<file path="src/hdl/scc_fifo_consts.svh">
// offsets, field positions, response codes and counts of the serial channel fifo block
`ifndef SCC_FIFO_CONSTS_SVH
`define SCC_FIFO_CONSTS_SVH
`define OFF_CONFIG      8'h00
`define OFF_THRESHOLD   8'h04
`define OFF_BAUD_LO     8'h08
`define OFF_BAUD_HI     8'h0C
`define OFF_COMMAND     8'h10
`define OFF_ISR_SECOND  8'h14
`define OFF_STATUS      8'h18
`define OFF_TX_DATA     8'h1C
`define OFF_RX_DATA     8'h20
`define OFF_RX_WORD     8'h24
`define OFF_TIMER       8'h28
`define RESP_OKAY       2'h0
`define RESP_SLVERR     2'h2
`define ISR_UNDERRUN    0
`define ISR_OVERFLOW    1
`define ISR_FRAME_LOST  2
`define ISR_THRESHOLD   3
`define CMD_RX_RESET    0
`define RECEIVE_STATUS_BYTE_OVF_BIT    7
`define RECEIVE_STATUS_BYTE_ABORT_BIT  6
`define THR_CHAR_DEF    7'h01
`define THR_SEL1        7'h04
`define THR_SEL2        7'h10
`define THR_FRAME_DEF   7'h20
`define DIV16_LAST      4'hF
`define DPLL_REALIGN    4'h8
`define MAJ_S0          4'h7
`define MAJ_S1          4'h8
`define MAJ_S2          4'h9
`define STAT_SH_POS     8
`define STAT_RX_POS     16
`define STAT_BLOCK_BIT  24
`define STAT_DISC_BIT   25
`endif

</file>
<file path="src/hdl/scc_fifo_pkg.sv">
// types of the serial channel fifo block
package scc_fifo_pkg;
  typedef struct packed {
    logic       big_endian;
    logic       char_mode;
    logic       bit_clock_rate;
    logic       transmit_clock_output_enable;
    logic       source_select;
    logic [2:0] clock_mode_field;
    logic       channel_power_up;
  } cfg_t;
  typedef struct packed {
    logic       valid;
    logic [7:0] data;
    logic       frame_end;
    logic       frame_abort;
  } rx_in_t;
endpackage

</file>
<file path="src/hdl/scc_fifo.sv">
// serial channel fifos, clock selection and register slave
// Function
// [RULE1] transmit buffer is a host pool plus a shadow pool, 32 bytes each
// [RULE2] host transmit pool accepts data while the channel is powered down
// [RULE3] after underrun, refuse host data and stop feeding the transmitter
// [RULE4] reading the second interrupt status register releases underrun blocking
// [RULE5] bytes move to shadow pool only when powered up with valid transmit clock
// [RULE6] transmission starts with a shadow byte and the mode's transmit enable
// [RULE7] receive buffer is two 32 byte pools between receive clock and host
// [RULE8] receive request raised when fill level reaches the selected threshold
// [RULE9] default threshold is 32 bytes in frame modes, 1 in character modes
// [RULE10] a full receive buffer discards data and flags overflow
// [RULE11] storing resumes after frame end or abort once space exists
// [RULE12] the affected frame's status byte carries the overflow indication
// [RULE13] each entirely discarded frame raises a frame lost event
// [RULE14] receiver reset command clears the receive buffer
// [RULE15] a partly delivered frame stays open across receiver reset
// [RULE16] fourteen clock modes chosen by the clock mode field
// [RULE17] transmit clock pin drives out in certain modes when enabled
// [RULE18] the phase locked loop is clocked by the channel baud generator
// [RULE19] baud divisor set through low and high baud registers
// [RULE20] internal timer runs on the internal transmit clock
// [RULE21] separate internal transmit and receive clocks drive the protocol machines
// [RULE22] clock mode picked by mode field plus source select bit
// [RULE23] rate 16 in async takes three samples and a majority decision
// [RULE24] 16 bit buffer accesses order bytes by selected endianness
`timescale 1ns/100ps
`default_nettype none
`include "scc_fifo_consts.svh"
module scc_fifo #(
  parameter int POOL = 32
) (
  input  wire logic                  clk_sys,
  input  wire logic                  rst_n,
  input  wire logic [7:0]            s_axi_awaddr,
  input  wire logic                  s_axi_awvalid,
  output logic                       s_axi_awready,
  input  wire logic [31:0]           s_axi_wdata,
  input  wire logic [3:0]            s_axi_wstrb,
  input  wire logic                  s_axi_wvalid,
  output logic                       s_axi_wready,
  output logic [1:0]                 s_axi_bresp,
  output logic                       s_axi_bvalid,
  input  wire logic                  s_axi_bready,
  input  wire logic [7:0]            s_axi_araddr,
  input  wire logic                  s_axi_arvalid,
  output logic                       s_axi_arready,
  output logic [31:0]                s_axi_rdata,
  output logic [1:0]                 s_axi_rresp,
  output logic                       s_axi_rvalid,
  input  wire logic                  s_axi_rready,
  input  wire scc_fifo_pkg::rx_in_t  rx_in,
  input  wire logic                  receive_clock_pin,
  input  wire logic                  transmit_clock_pin_in,
  output logic                       transmit_clock_pin_out,
  output logic                       transmit_clock_pin_oe,
  input  wire logic                  rxd,
  input  wire logic                  cts_n,
  input  wire logic                  tx_gate,
  input  wire logic                  ts_valid_tx,
  output logic [7:0]                 tx_byte,
  output logic                       tx_byte_strobe,
  output logic                       rec_clk_tick,
  output logic                       trm_clk_tick,
  output logic                       rx_bit,
  output logic                       rx_request
);
  localparam int TW = $clog2(POOL) + 1;
  localparam int RW = $clog2(2 * POOL) + 1;
  localparam logic [TW-1:0] TX_FULL = TW'(POOL);
  localparam logic [RW-1:0] RX_FULL = RW'(2 * POOL);

  // ----------------------------------------
  // register bus
  // ----------------------------------------
  scc_fifo_pkg::cfg_t cfg_reg;
  logic [1:0]  thr_field_reg;
  logic [7:0]  baud_lo_reg, baud_hi_reg;
  logic [3:0]  isr_reg;
  logic [15:0] timer_reg;
  logic [7:0]  aw_addr_reg;
  logic [31:0] w_data_reg;
  logic [3:0]  w_strb_reg;
  logic        aw_ok_reg, w_ok_reg;
  logic        do_wr, ar_hs, isr_rd, rx_rst, wr_tx, rd_rx1, rd_rx2;
  logic [31:0] rd_data;
  logic [1:0]  rd_resp;

  assign do_wr  = aw_ok_reg && w_ok_reg && !s_axi_bvalid;
  assign ar_hs  = s_axi_arvalid && s_axi_arready;
  assign isr_rd = ar_hs && s_axi_araddr == `OFF_ISR_SECOND;
  assign rd_rx1 = ar_hs && s_axi_araddr == `OFF_RX_DATA;
  assign rd_rx2 = ar_hs && s_axi_araddr == `OFF_RX_WORD;
  assign wr_tx  = do_wr && aw_addr_reg == `OFF_TX_DATA;
  assign rx_rst = do_wr && aw_addr_reg == `OFF_COMMAND && w_data_reg[`CMD_RX_RESET]; // RULE14

  always_ff @(posedge clk_sys) begin
    if (!rst_n) begin
      s_axi_awready <= 1'b1;
      s_axi_wready  <= 1'b1;
      s_axi_bvalid  <= 1'b0;
      s_axi_bresp   <= `RESP_OKAY;
      aw_ok_reg     <= 1'b0;
      w_ok_reg      <= 1'b0;
      aw_addr_reg   <= 8'h00;
      w_data_reg    <= 32'h0000_0000;
      w_strb_reg    <= 4'h0;
    end else begin
      if (s_axi_awvalid && s_axi_awready) begin
        aw_addr_reg   <= s_axi_awaddr;
        aw_ok_reg     <= 1'b1;
        s_axi_awready <= 1'b0;
      end
      if (s_axi_wvalid && s_axi_wready) begin
        w_data_reg   <= s_axi_wdata;
        w_strb_reg   <= s_axi_wstrb;
        w_ok_reg     <= 1'b1;
        s_axi_wready <= 1'b0;
      end
      if (do_wr) begin
        aw_ok_reg    <= 1'b0;
        w_ok_reg     <= 1'b0;
        s_axi_bvalid <= 1'b1;
        s_axi_bresp  <= (aw_addr_reg > `OFF_TIMER) ? `RESP_SLVERR : `RESP_OKAY;
      end else if (s_axi_bvalid && s_axi_bready) begin
        s_axi_bvalid  <= 1'b0;
        s_axi_awready <= 1'b1;
        s_axi_wready  <= 1'b1;
      end
    end
  end

  always_ff @(posedge clk_sys) begin
    if (!rst_n) begin
      cfg_reg       <= '0;
      thr_field_reg <= 2'h0;
      baud_lo_reg   <= 8'h00;
      baud_hi_reg   <= 8'h00;
    end else if (do_wr && w_strb_reg[0]) begin
      case (aw_addr_reg)
        `OFF_CONFIG:    cfg_reg <= w_data_reg[$bits(scc_fifo_pkg::cfg_t)-1:0]; // RULE16 RULE22
        `OFF_THRESHOLD: thr_field_reg <= w_data_reg[1:0];
        `OFF_BAUD_LO:   baud_lo_reg <= w_data_reg[7:0]; // RULE19
        `OFF_BAUD_HI:   baud_hi_reg <= w_data_reg[7:0]; // RULE19
        default: ;
      endcase
    end
  end

  // ----------------------------------------
  // clock selection
  // ----------------------------------------
  logic        rxc_q, txc_q, rxd_q, rx_edge, tx_edge, rxd_edge;
  logic        brg_src, brg_tick, b16_tick, dpll_tick, rec_raw, trm_raw, rec_tick, trm_tick;
  logic        bcr_on, rdiv, tdiv, toe_mode, tx_en, maj_s0, maj_s1, tx_clk_ok_reg;
  logic [15:0] brg_cnt;
  logic [3:0]  b16_cnt, dp_cnt, rc_cnt, tc_cnt;
  logic [2:0]  cm;
  logic        ss;

  assign cm       = cfg_reg.clock_mode_field;
  assign ss       = cfg_reg.source_select;
  assign rx_edge  = receive_clock_pin && !rxc_q;
  assign tx_edge  = transmit_clock_pin_in && !txc_q;
  assign rxd_edge = rxd ^ rxd_q;
  assign brg_src  = (cm == 3'h2 || cm == 3'h3) ? rx_edge : 1'b1;
  assign brg_tick = brg_src && brg_cnt == 16'h0000;
  assign b16_tick = brg_tick && b16_cnt == `DIV16_LAST;
  assign dpll_tick = brg_tick && dp_cnt == `DIV16_LAST && !rxd_edge; // RULE18
  assign bcr_on   = cfg_reg.char_mode && cfg_reg.bit_clock_rate;
  assign rdiv     = bcr_on && (cm <= 3'h1 || ((cm == 3'h3 || cm == 3'h7) && ss));
  assign tdiv     = bcr_on && (cm == 3'h1 || ((cm == 3'h3 || cm == 3'h7) && ss));
  assign rec_tick = rdiv ? (rec_raw && rc_cnt == `DIV16_LAST) : rec_raw;
  assign trm_tick = tdiv ? (trm_raw && tc_cnt == `DIV16_LAST) : trm_raw;

  always_comb begin
    rec_raw  = rx_edge;
    trm_raw  = tx_edge;
    toe_mode = 1'b0;
    tx_en    = !cts_n;
    case (cm) // RULE16 RULE22
      3'h0: begin
        trm_raw  = ss ? brg_tick : tx_edge;
        toe_mode = ss;
      end
      3'h1: begin
        trm_raw = rx_edge;
        tx_en   = transmit_clock_pin_in;
      end
      3'h2, 3'h6: begin
        rec_raw  = dpll_tick;
        trm_raw  = ss ? b16_tick : tx_edge;
        toe_mode = ss;
      end
      3'h3, 3'h7: begin
        rec_raw  = ss ? brg_tick : dpll_tick;
        trm_raw  = ss ? brg_tick : dpll_tick;
        toe_mode = 1'b1;
      end
      3'h4: tx_en = !tx_gate;
      3'h5: begin
        trm_raw  = ss ? tx_edge : rx_edge;
        toe_mode = !ss;
        tx_en    = ts_valid_tx;
      end
      default: ;
    endcase
  end

  always_ff @(posedge clk_sys) begin
    if (!rst_n) begin
      rxc_q   <= 1'b0;
      txc_q   <= 1'b0;
      rxd_q   <= 1'b1;
      brg_cnt <= 16'h0000;
      b16_cnt <= 4'h0;
      dp_cnt  <= 4'h0;
    end else begin
      rxc_q <= receive_clock_pin;
      txc_q <= transmit_clock_pin_in;
      rxd_q <= rxd;
      if (brg_src)
        brg_cnt <= (brg_cnt == 16'h0000) ? {baud_hi_reg, baud_lo_reg} : brg_cnt - 16'h0001; // RULE19
      if (brg_tick)
        b16_cnt <= b16_cnt + 4'h1;
      if (rxd_edge)
        dp_cnt <= `DPLL_REALIGN;
      else if (brg_tick)
        dp_cnt <= dp_cnt + 4'h1; // RULE18
    end
  end

  always_ff @(posedge clk_sys) begin
    if (!rst_n) begin
      rc_cnt       <= 4'h0;
      tc_cnt       <= 4'h0;
      maj_s0       <= 1'b0;
      maj_s1       <= 1'b0;
      rx_bit       <= 1'b0;
      rec_clk_tick <= 1'b0;
      trm_clk_tick <= 1'b0;
      timer_reg    <= 16'h0000;
    end else begin
      rec_clk_tick <= rec_tick; // RULE21
      trm_clk_tick <= trm_tick; // RULE21
      if (rec_raw)
        rc_cnt <= rc_cnt + 4'h1;
      if (trm_raw)
        tc_cnt <= tc_cnt + 4'h1;
      if (rdiv && rec_raw) begin // RULE23
        if (rc_cnt == `MAJ_S0)
          maj_s0 <= rxd;
        if (rc_cnt == `MAJ_S1)
          maj_s1 <= rxd;
        if (rc_cnt == `MAJ_S2)
          rx_bit <= (maj_s0 & maj_s1) | (maj_s0 & rxd) | (maj_s1 & rxd);
      end else if (!rdiv && rec_tick) begin
        rx_bit <= rxd;
      end
      if (do_wr && aw_addr_reg == `OFF_TIMER)
        timer_reg <= 16'h0000;
      else if (trm_tick)
        timer_reg <= timer_reg + 16'h0001; // RULE20
    end
  end

  always_ff @(posedge clk_sys) begin
    if (!rst_n) begin
      transmit_clock_pin_out <= 1'b0;
      transmit_clock_pin_oe  <= 1'b0;
    end else begin
      transmit_clock_pin_oe <= cfg_reg.transmit_clock_output_enable && toe_mode; // RULE17
      if (cm == 3'h5)
        transmit_clock_pin_out <= ts_valid_tx;
      else if (trm_tick)
        transmit_clock_pin_out <= !transmit_clock_pin_out; // RULE17
    end
  end

  // ----------------------------------------
  // transmit pools
  // ----------------------------------------
  logic [7:0]    hp_mem [POOL];
  logic [7:0]    sh_mem [POOL];
  logic [TW-1:0] hp_wp, hp_rp, sh_wp, sh_rp, hp_cnt, sh_cnt, tx_n;
  logic          tx_block_reg, tx_active_reg, tx_push, tx_move, tx_pop, ur_ev;
  logic [7:0]    tx_b0, tx_b1;

  assign hp_cnt  = hp_wp - hp_rp;
  assign sh_cnt  = sh_wp - sh_rp;
  assign tx_n    = TW'(w_strb_reg[0]) + TW'(w_strb_reg[1]);
  assign tx_push = wr_tx && !tx_block_reg && hp_cnt + tx_n <= TX_FULL; // RULE2 RULE3
  assign tx_move = cfg_reg.channel_power_up && tx_clk_ok_reg && !tx_block_reg
                   && hp_cnt != '0 && sh_cnt != TX_FULL; // RULE5 RULE1
  assign tx_pop  = trm_tick && tx_en && !tx_block_reg && sh_cnt != '0; // RULE6
  assign ur_ev   = trm_tick && tx_en && !tx_block_reg && tx_active_reg && sh_cnt == '0;
  assign tx_b0   = cfg_reg.big_endian ? (w_strb_reg[1] ? w_data_reg[15:8] : w_data_reg[7:0])
                                      : (w_strb_reg[0] ? w_data_reg[7:0] : w_data_reg[15:8]); // RULE24
  assign tx_b1   = cfg_reg.big_endian ? w_data_reg[7:0] : w_data_reg[15:8]; // RULE24

  always_ff @(posedge clk_sys) begin
    if (tx_push) begin
      hp_mem[hp_wp[TW-2:0]] <= tx_b0;
      if (tx_n == TW'(2))
        hp_mem[hp_wp[TW-2:0] + (TW-1)'(1)] <= tx_b1;
    end
    if (tx_move)
      sh_mem[sh_wp[TW-2:0]] <= hp_mem[hp_rp[TW-2:0]];
  end

  always_ff @(posedge clk_sys) begin
    if (!rst_n) begin
      hp_wp          <= '0;
      hp_rp          <= '0;
      sh_wp          <= '0;
      sh_rp          <= '0;
      tx_block_reg   <= 1'b0;
      tx_active_reg  <= 1'b0;
      tx_clk_ok_reg  <= 1'b0;
      tx_byte        <= 8'h00;
      tx_byte_strobe <= 1'b0;
    end else begin
      tx_byte_strobe <= tx_pop;
      if (tx_push)
        hp_wp <= hp_wp + tx_n;
      if (tx_move) begin
        hp_rp <= hp_rp + TW'(1);
        sh_wp <= sh_wp + TW'(1);
      end
      if (tx_pop) begin
        sh_rp   <= sh_rp + TW'(1);
        tx_byte <= sh_mem[sh_rp[TW-2:0]];
      end
      tx_clk_ok_reg <= cfg_reg.channel_power_up && (tx_clk_ok_reg || trm_tick);
      tx_active_reg <= cfg_reg.channel_power_up && !ur_ev && (tx_active_reg || tx_pop);
      if (ur_ev)
        tx_block_reg <= 1'b1; // RULE3
      else if (isr_rd)
        tx_block_reg <= 1'b0; // RULE4
    end
  end

  // ----------------------------------------
  // receive pools
  // ----------------------------------------
  logic [7:0]    rx_mem [2*POOL];
  logic [RW-1:0] rx_wp, rx_rp, rx_cnt, rx_npop, thr;
  logic          rx_full, is_end, rx_push, ovf_ev, lost_ev, thr_ev;
  logic          discard_reg, stored_reg;
  logic [7:0]    rx_wbyte, rx_b0, rx_b1;

  assign rx_cnt  = rx_wp - rx_rp;
  assign rx_full = rx_cnt == RX_FULL;
  assign is_end  = rx_in.frame_end || rx_in.frame_abort;
  assign ovf_ev  = !discard_reg && rx_full && (is_end || rx_in.valid); // RULE10
  assign lost_ev = is_end && discard_reg && !stored_reg; // RULE13
  assign rx_b0   = rx_mem[rx_rp[RW-2:0]];
  assign rx_b1   = rx_mem[rx_rp[RW-2:0] + (RW-1)'(1)];
  assign rx_npop = (rd_rx2 && rx_cnt > RW'(1)) ? RW'(2) : ((rd_rx1 || rd_rx2) && rx_cnt != '0) ? RW'(1) : '0;
  assign thr_ev  = !rx_request && rx_cnt >= thr;

  always_comb begin
    rx_push  = 1'b0;
    rx_wbyte = rx_in.data;
    if (is_end) begin
      rx_wbyte = 8'h00;
      rx_wbyte[`RECEIVE_STATUS_BYTE_OVF_BIT]   = discard_reg; // RULE12
      rx_wbyte[`RECEIVE_STATUS_BYTE_ABORT_BIT] = rx_in.frame_abort;
      rx_push  = !rx_full && (!discard_reg || stored_reg); // RULE11
    end else begin
      rx_push = rx_in.valid && !discard_reg && !rx_full; // RULE7
    end
  end

  always_comb begin
    case (thr_field_reg) // RULE8
      2'h0:    thr = cfg_reg.char_mode ? `THR_CHAR_DEF : `THR_FRAME_DEF; // RULE9
      2'h1:    thr = `THR_SEL1;
      2'h2:    thr = `THR_SEL2;
      default: thr = `THR_FRAME_DEF;
    endcase
  end

  always_ff @(posedge clk_sys) begin
    if (rx_push)
      rx_mem[rx_wp[RW-2:0]] <= rx_wbyte;
  end

  always_ff @(posedge clk_sys) begin
    if (!rst_n) begin
      rx_wp       <= '0;
      rx_rp       <= '0;
      discard_reg <= 1'b0;
      stored_reg  <= 1'b0;
      rx_request  <= 1'b0;
    end else begin
      rx_request <= rx_cnt >= thr; // RULE8
      if (rx_rst) begin
        rx_wp       <= '0; // RULE14
        rx_rp       <= '0;
        discard_reg <= 1'b0; // RULE15
      end else begin
        if (rx_push)
          rx_wp <= rx_wp + RW'(1);
        rx_rp <= rx_rp + rx_npop;
        if (ovf_ev)
          discard_reg <= 1'b1; // RULE10
        else if (is_end && discard_reg && !rx_full)
          discard_reg <= 1'b0; // RULE11
      end
      if (is_end)
        stored_reg <= 1'b0;
      else if (rx_push)
        stored_reg <= 1'b1;
    end
  end

  // ----------------------------------------
  // read path and status
  // ----------------------------------------
  always_comb begin
    rd_data = 32'h0000_0000;
    rd_resp = `RESP_OKAY;
    case (s_axi_araddr)
      `OFF_CONFIG:     rd_data[$bits(scc_fifo_pkg::cfg_t)-1:0] = cfg_reg;
      `OFF_THRESHOLD:  rd_data[1:0] = thr_field_reg;
      `OFF_BAUD_LO:    rd_data[7:0] = baud_lo_reg;
      `OFF_BAUD_HI:    rd_data[7:0] = baud_hi_reg;
      `OFF_COMMAND:    rd_data = 32'h0000_0000;
      `OFF_ISR_SECOND: rd_data[3:0] = isr_reg;
      `OFF_STATUS: begin
        rd_data[TW-1:0] = hp_cnt;
        rd_data[`STAT_SH_POS +: TW] = sh_cnt;
        rd_data[`STAT_RX_POS +: RW] = rx_cnt;
        rd_data[`STAT_BLOCK_BIT] = tx_block_reg;
        rd_data[`STAT_DISC_BIT] = discard_reg;
      end
      `OFF_TX_DATA:    rd_data = 32'h0000_0000;
      `OFF_RX_DATA:    rd_data[7:0] = (rx_cnt != '0) ? rx_b0 : 8'h00;
      `OFF_RX_WORD: begin
        if (rx_npop == RW'(2))
          rd_data[15:0] = cfg_reg.big_endian ? {rx_b0, rx_b1} : {rx_b1, rx_b0}; // RULE24
        else if (rx_npop == RW'(1))
          rd_data[15:0] = cfg_reg.big_endian ? {rx_b0, 8'h00} : {8'h00, rx_b0};
      end
      `OFF_TIMER:      rd_data[15:0] = timer_reg;
      default:         rd_resp = `RESP_SLVERR;
    endcase
  end

  always_ff @(posedge clk_sys) begin
    if (!rst_n) begin
      s_axi_arready <= 1'b1;
      s_axi_rvalid  <= 1'b0;
      s_axi_rdata   <= 32'h0000_0000;
      s_axi_rresp   <= `RESP_OKAY;
      isr_reg       <= 4'h0;
    end else begin
      if (ar_hs) begin
        s_axi_arready <= 1'b0;
        s_axi_rvalid  <= 1'b1;
        s_axi_rdata   <= rd_data;
        s_axi_rresp   <= rd_resp;
      end else if (s_axi_rvalid && s_axi_rready) begin
        s_axi_rvalid  <= 1'b0;
        s_axi_arready <= 1'b1;
      end
      isr_reg <= (isr_rd ? 4'h0 : isr_reg) | {thr_ev, lost_ev, ovf_ev, ur_ev}; // RULE4
    end
  end
endmodule
`default_nettype wire

</file>
<file path="config.mk">
export PLATFORM = sky130hd
export DESIGN_NAME = scc_fifo
export DESIGN_NICKNAME = d
export VERILOG_FILES = /design/src/hdl/scc_fifo_pkg.sv /design/src/hdl/scc_fifo.sv
export VERILOG_INCLUDE_DIRS = /design/src /design/src/hdl
export SDC_FILE = /design/constraint.sdc
export NUM_CORES = 2
export LEC_CHECK = 0
export ABC_CLOCK_PERIOD_IN_PS = 9900
export BUFFER_PORTS_ARGS = -buffer_cell sky130_fd_sc_hd__buf_2
export CAP_MARGIN = 25
export CORE_MARGIN = 1.5
export CORE_UTILIZATION = 67
export CTS_CLUSTER_SIZE = 8
export DETAILED_ROUTE_END_ITERATION = 8
export HOLD_SLACK_MARGIN = 0.05
export PLACE_DENSITY_LB_ADDON = 0.08
export SLEW_MARGIN = 20
export SYNTH_ARGS = -nofsm -noshare
export SYNTH_HDL_FRONTEND = slang
export SYNTH_SLANG_ARGS = --single-unit
</file>
<file path="constraint.sdc">
create_clock -name clk_sys -period 9.9 [get_ports clk_sys]
set_input_delay 1.98 -clock clk_sys [delete_from_list [all_inputs] [get_ports clk_sys]]
set_output_delay 1.98 -clock clk_sys [all_outputs]
set_load 0.03 [all_outputs]
</file>
==> parameters.txt <==
Parameter                              Value

Cells and area
  Number of flip-flops in the largest register ... 512
  Final non-filler cell area ... 0.0654 sq mm
  Count of filler cells inserted in the layout ... 4926
  Share of cells above drive strength 1 ... 0.237
  Area occupied by multi-input gates ... 0.0225 sq mm
  Synthesis-to-layout area growth ... 12.0%
  Number of nets at the end of the flow ... 4004
  Register Area ... 0.0349 sq mm

Routing
  Routed len/inst ... 32.1 um
  Count of vias placed by the detailed router ... 37400
  Via density per instance ... 7.32
  DR pass1 iterations ... 7
  Detail Route Antenna Nets ... 0
  Final routed wirelength across all metal layers ... 164 mm
  Detailed router's first-iteration violation count ... 5413
  Detailed-route DRC error count ... 0

Clock tree
  Number of buffers added by the clock tree synthesis step ... 171
  Largest buffer count on any clock path ... 3
  Clock transition time at the flip-flop clock pins of the worst setup and hold paths ... 0.06 ns
  Clock sink count ... 1231
  Clock tree from TritonCTS ... built
  Clock latency on the worst-skew pair ... 0.79 ns
  Number of buffers inserted by post-CTS setup repair ... 0
  Cts repair resizes ... 0
  Post-CTS Hold Buffers ... 0
  Deepest level of the CTS H-tree ... 4
  Clock root buffer ... sky130_fd_sc_hd__clkbuf_16

STA
  Clock Skew ... 0.0264 ns
  Relative slew slack ... 0.219
  RSZ-0062 raised after global routing ... no
  Min Clock Period, post-route ... 5.65 ns
  Max Slew Vio Count ... 0
  Final Worst Setup Slack ... 4.25 ns
  Slew @ Worst Pin ... 1.17 ns
  Highest clock frequency the design can meet ... 177 MHz
  Final period util ... 0.570
  Total Negative Setup Slacks ... 0 ns
  Final count of negative-setup-slack endpoints ... 0
  Number of hold violations in the final report ... 0

Setup path
  CP Launch Type ... flop
  Setup slack of the most critical reg-to-reg path ... 4.25 ns
  Most numerous cell on the critical path ... sky130_fd_sc_hd__or4_1
  Worst EP arrival ... 6.03 ns
  Worst-path cell with the longest stage delay ... sky130_fd_sc_hd__nor2_1
  Endpoint kind of the worst setup timing path ... flop
  CP Max Fanout ... 29
  Cells traversed along the worst timing path ... clkinv_1 > ha_1 > nand2b_1 > a21oi_1 > o311ai_1 > or4_1 > o21ai_1 > or4_1 > nor2_1
  Type of the worst setup path ... flop to flop
  Required time reported for the critical path endpoint ... 10.29 ns
  Delay of the slowest cell on the worst path ... 0.93 ns

Synthesis
  Flip-flop and latch count after synthesis ... 1231
  Mean post-synth cell area ... 15.4 sq um
  Register area share after synthesis ... 0.597
  Share of flip-flops with an asynchronous set or reset after synthesis ... 0
  Top cell type's share of synthesized area ... 0.526
  Number of enable-type register cells in the synthesized netlist ... 1024
  Flip-flop cell with the highest count after synthesis ... sky130_fd_sc_hd__edfxtp_1
  Biggest area consumer among synthesized cells ... sky130_fd_sc_hd__edfxtp_1
  Dominant cell by count in the synthesized netlist ... sky130_fd_sc_hd__edfxtp_1
  Cell count after synthesis ... 3791
  Post-synthesis cell type count ... 89
  Mapped cell area ... 0.0584 sq mm
  Most used standard cells in the synthesized netlist ... sky130_fd_sc_hd__edfxtp_1 (1024), sky130_fd_sc_hd__mux4_2 (433), sky130_fd_sc_hd__mux2i_1 (330)
  Top cells by area in the synthesized netlist ... sky130_fd_sc_hd__edfxtp_1 (53%), sky130_fd_sc_hd__mux4_2 (17%), sky130_fd_sc_hd__dfxtp_1 (7.1%)
  Number of warnings reported in the yosys synthesis log ... 0

Power and ir drop
  Maximum vdd drop ... 203 uV
  Internal ... 9160 uW
  Power per cell area ... 183 mW/mm^2
  Net switching share of the total power ... 0.235
  Relative contribution of sequential cells to total power ... 0.482
  Leakage Power ... 0.0207 uW
  Power consumption ... 12000 uW
  Net switching power of the design ... 2810 uW
  Power share of the clock group ... 0.450
  Share of power burned in combinational logic ... 0.068

Floorplanning
  Die span in y ... 298 um
  Width of the die ... 298 um
  Core Box Area ... 0.0866 sq mm
  Site row count ... 108
  Starting Density ... 0.674
  Number of top-level pins ... 132
  Area of the die ... 0.0890 sq mm

Global route
  Largest net degree at the start of global routing ... 143
  Wire length of the first global-routing pass ... 243 mm
  Total global routing track utilization ... 0.373
  Antenna violations before repair ... 9
  Number of global-route vias before repair ... 37300
  Grt total ovfl ... 0

Placed design
  Gp weighted congestion ... 1.02
  Area after detailed placement ... 0.0603 sq mm
  Detailed Place HPWL ... 105 mm
  Number of buffer cells added on primary ports ... 104
  Pre-CTS WS ... 4.45 ns

Outcome
  Status ... finished clean

Run
  # Max-Cap Violations ... 0

Hold path
  Worst Hold Class ... flop to flop
-- per-layer routing --
metal | GRT usage | share of wire | routed length, um
met1 | 0.497 | 0.36 | 58900
met2 | 0.586 | 0.48 | 78800
met3 | 0.0851 | 0.11 | 17300
met4 | 0.185 | 0.055 | 8970
met5 | 0 | 0.00065 | 106
-- worst max-delay path: cells and delay by family (launching register included) --
kind	cells	cell delay, ns
flip-flops	1	0.68
AND/OR/NAND/NOR	4	2.33
adder cells (fa/ha/maj)	1	0.53
AO/OA/AOI/OAI	3	0.99
buffers and inverters	1	0.69
-- final cells by class --
class,instances,share of cell area
Antenna cell,3,0.000115
Tap cell,1155,0.0221
Clock inverter,13,0.00434
Inverter,56,0.00325
Clock buffer,239,0.0699
Sequential cell,1231,0.533
Timing Repair Buffer,192,0.0236
Multi-Input combinational cell,2224,0.343
-- final timing paths --
check | from | to | cells past startpoint
setup / recovery | rx_rp[1]$_SDFF_PP0_ | rx_mem[27][2]$_DFFE_PP_ | 9
hold / removal | tx_active_reg$_SDFF_PN0_ | tx_active_reg$_SDFF_PN0_ | 2
hold reg to reg | tx_active_reg$_SDFF_PN0_ | tx_active_reg$_SDFF_PN0_ | 2
setup reg to reg | rx_rp[1]$_SDFF_PP0_ | rx_mem[27][2]$_DFFE_PP_ | 9
-- power groups by stage --
stage | registers (uW) | logic (uW) | clock network (uW)
after floorplan | 5840 | 527 | 0
final | 5770 | 813 | 5390
after global routing | 5780 | 866 | 5620
after global placement | 5860 | 721 | 0
after CTS | 5770 | 779 | 5410
after detailed placement | 5870 | 772 | 0
-- logic make-up (layout without fill, tap and decap cells) --
family	Yosys count	count (layout)	share of synthesized area
buf+inv	344	500	0.0254
mux	774	774	0.226
compound gates	440	440	0.0496
fa+ha+maj	52	52	0.0119
simple gates	895	895	0.0820
other cells	1	12	0.0000642
flops	1231	1231	0.597
xor+xnor	54	54	0.00822
-- per-stage QoR --
step | hold WS, ns | std cells | util
after floorplan | 0.432 | 3799 | -
after global placement | 0.442 | 4833 | 0.693
after detailed placement | 0.450 | 4849 | 0.697
after CTS | 0.458 | 5101 | 0.753
after global routing | 0.480 | 5110 | 0.755
final | 0.460 | 5113 | 0.756
-- cells in the final DEF, fill, tap and decap left out, types with 19 or more instances in the layout --
cell and count:
sky130_fd_sc_hd__nor3_4 24, sky130_fd_sc_hd__nor2_1 195, sky130_fd_sc_hd__mux4_2 433, sky130_fd_sc_hd__buf_2 105
sky130_fd_sc_hd__and2_1 19, sky130_fd_sc_hd__nand3_1 96, sky130_fd_sc_hd__or4_1 25, sky130_fd_sc_hd__o21ai_0 50
sky130_fd_sc_hd__edfxtp_1 1024, sky130_fd_sc_hd__mux2i_1 313, sky130_fd_sc_hd__nor4_1 25, sky130_fd_sc_hd__nand2b_1 29
sky130_fd_sc_hd__dfxtp_1 200, sky130_fd_sc_hd__ha_1 45, sky130_fd_sc_hd__xor2_1 22, sky130_fd_sc_hd__and3_1 43
sky130_fd_sc_hd__buf_4 62, sky130_fd_sc_hd__clkbuf_1 66, sky130_fd_sc_hd__clkbuf_16 177, sky130_fd_sc_hd__nor3_1 59
sky130_fd_sc_hd__inv_1 51, sky130_fd_sc_hd__xnor2_1 27, sky130_fd_sc_hd__a211oi_1 19, sky130_fd_sc_hd__a21oi_1 152
sky130_fd_sc_hd__a22oi_1 60, sky130_fd_sc_hd__nand2_1 247
Power figures use the tool's default switching activity.
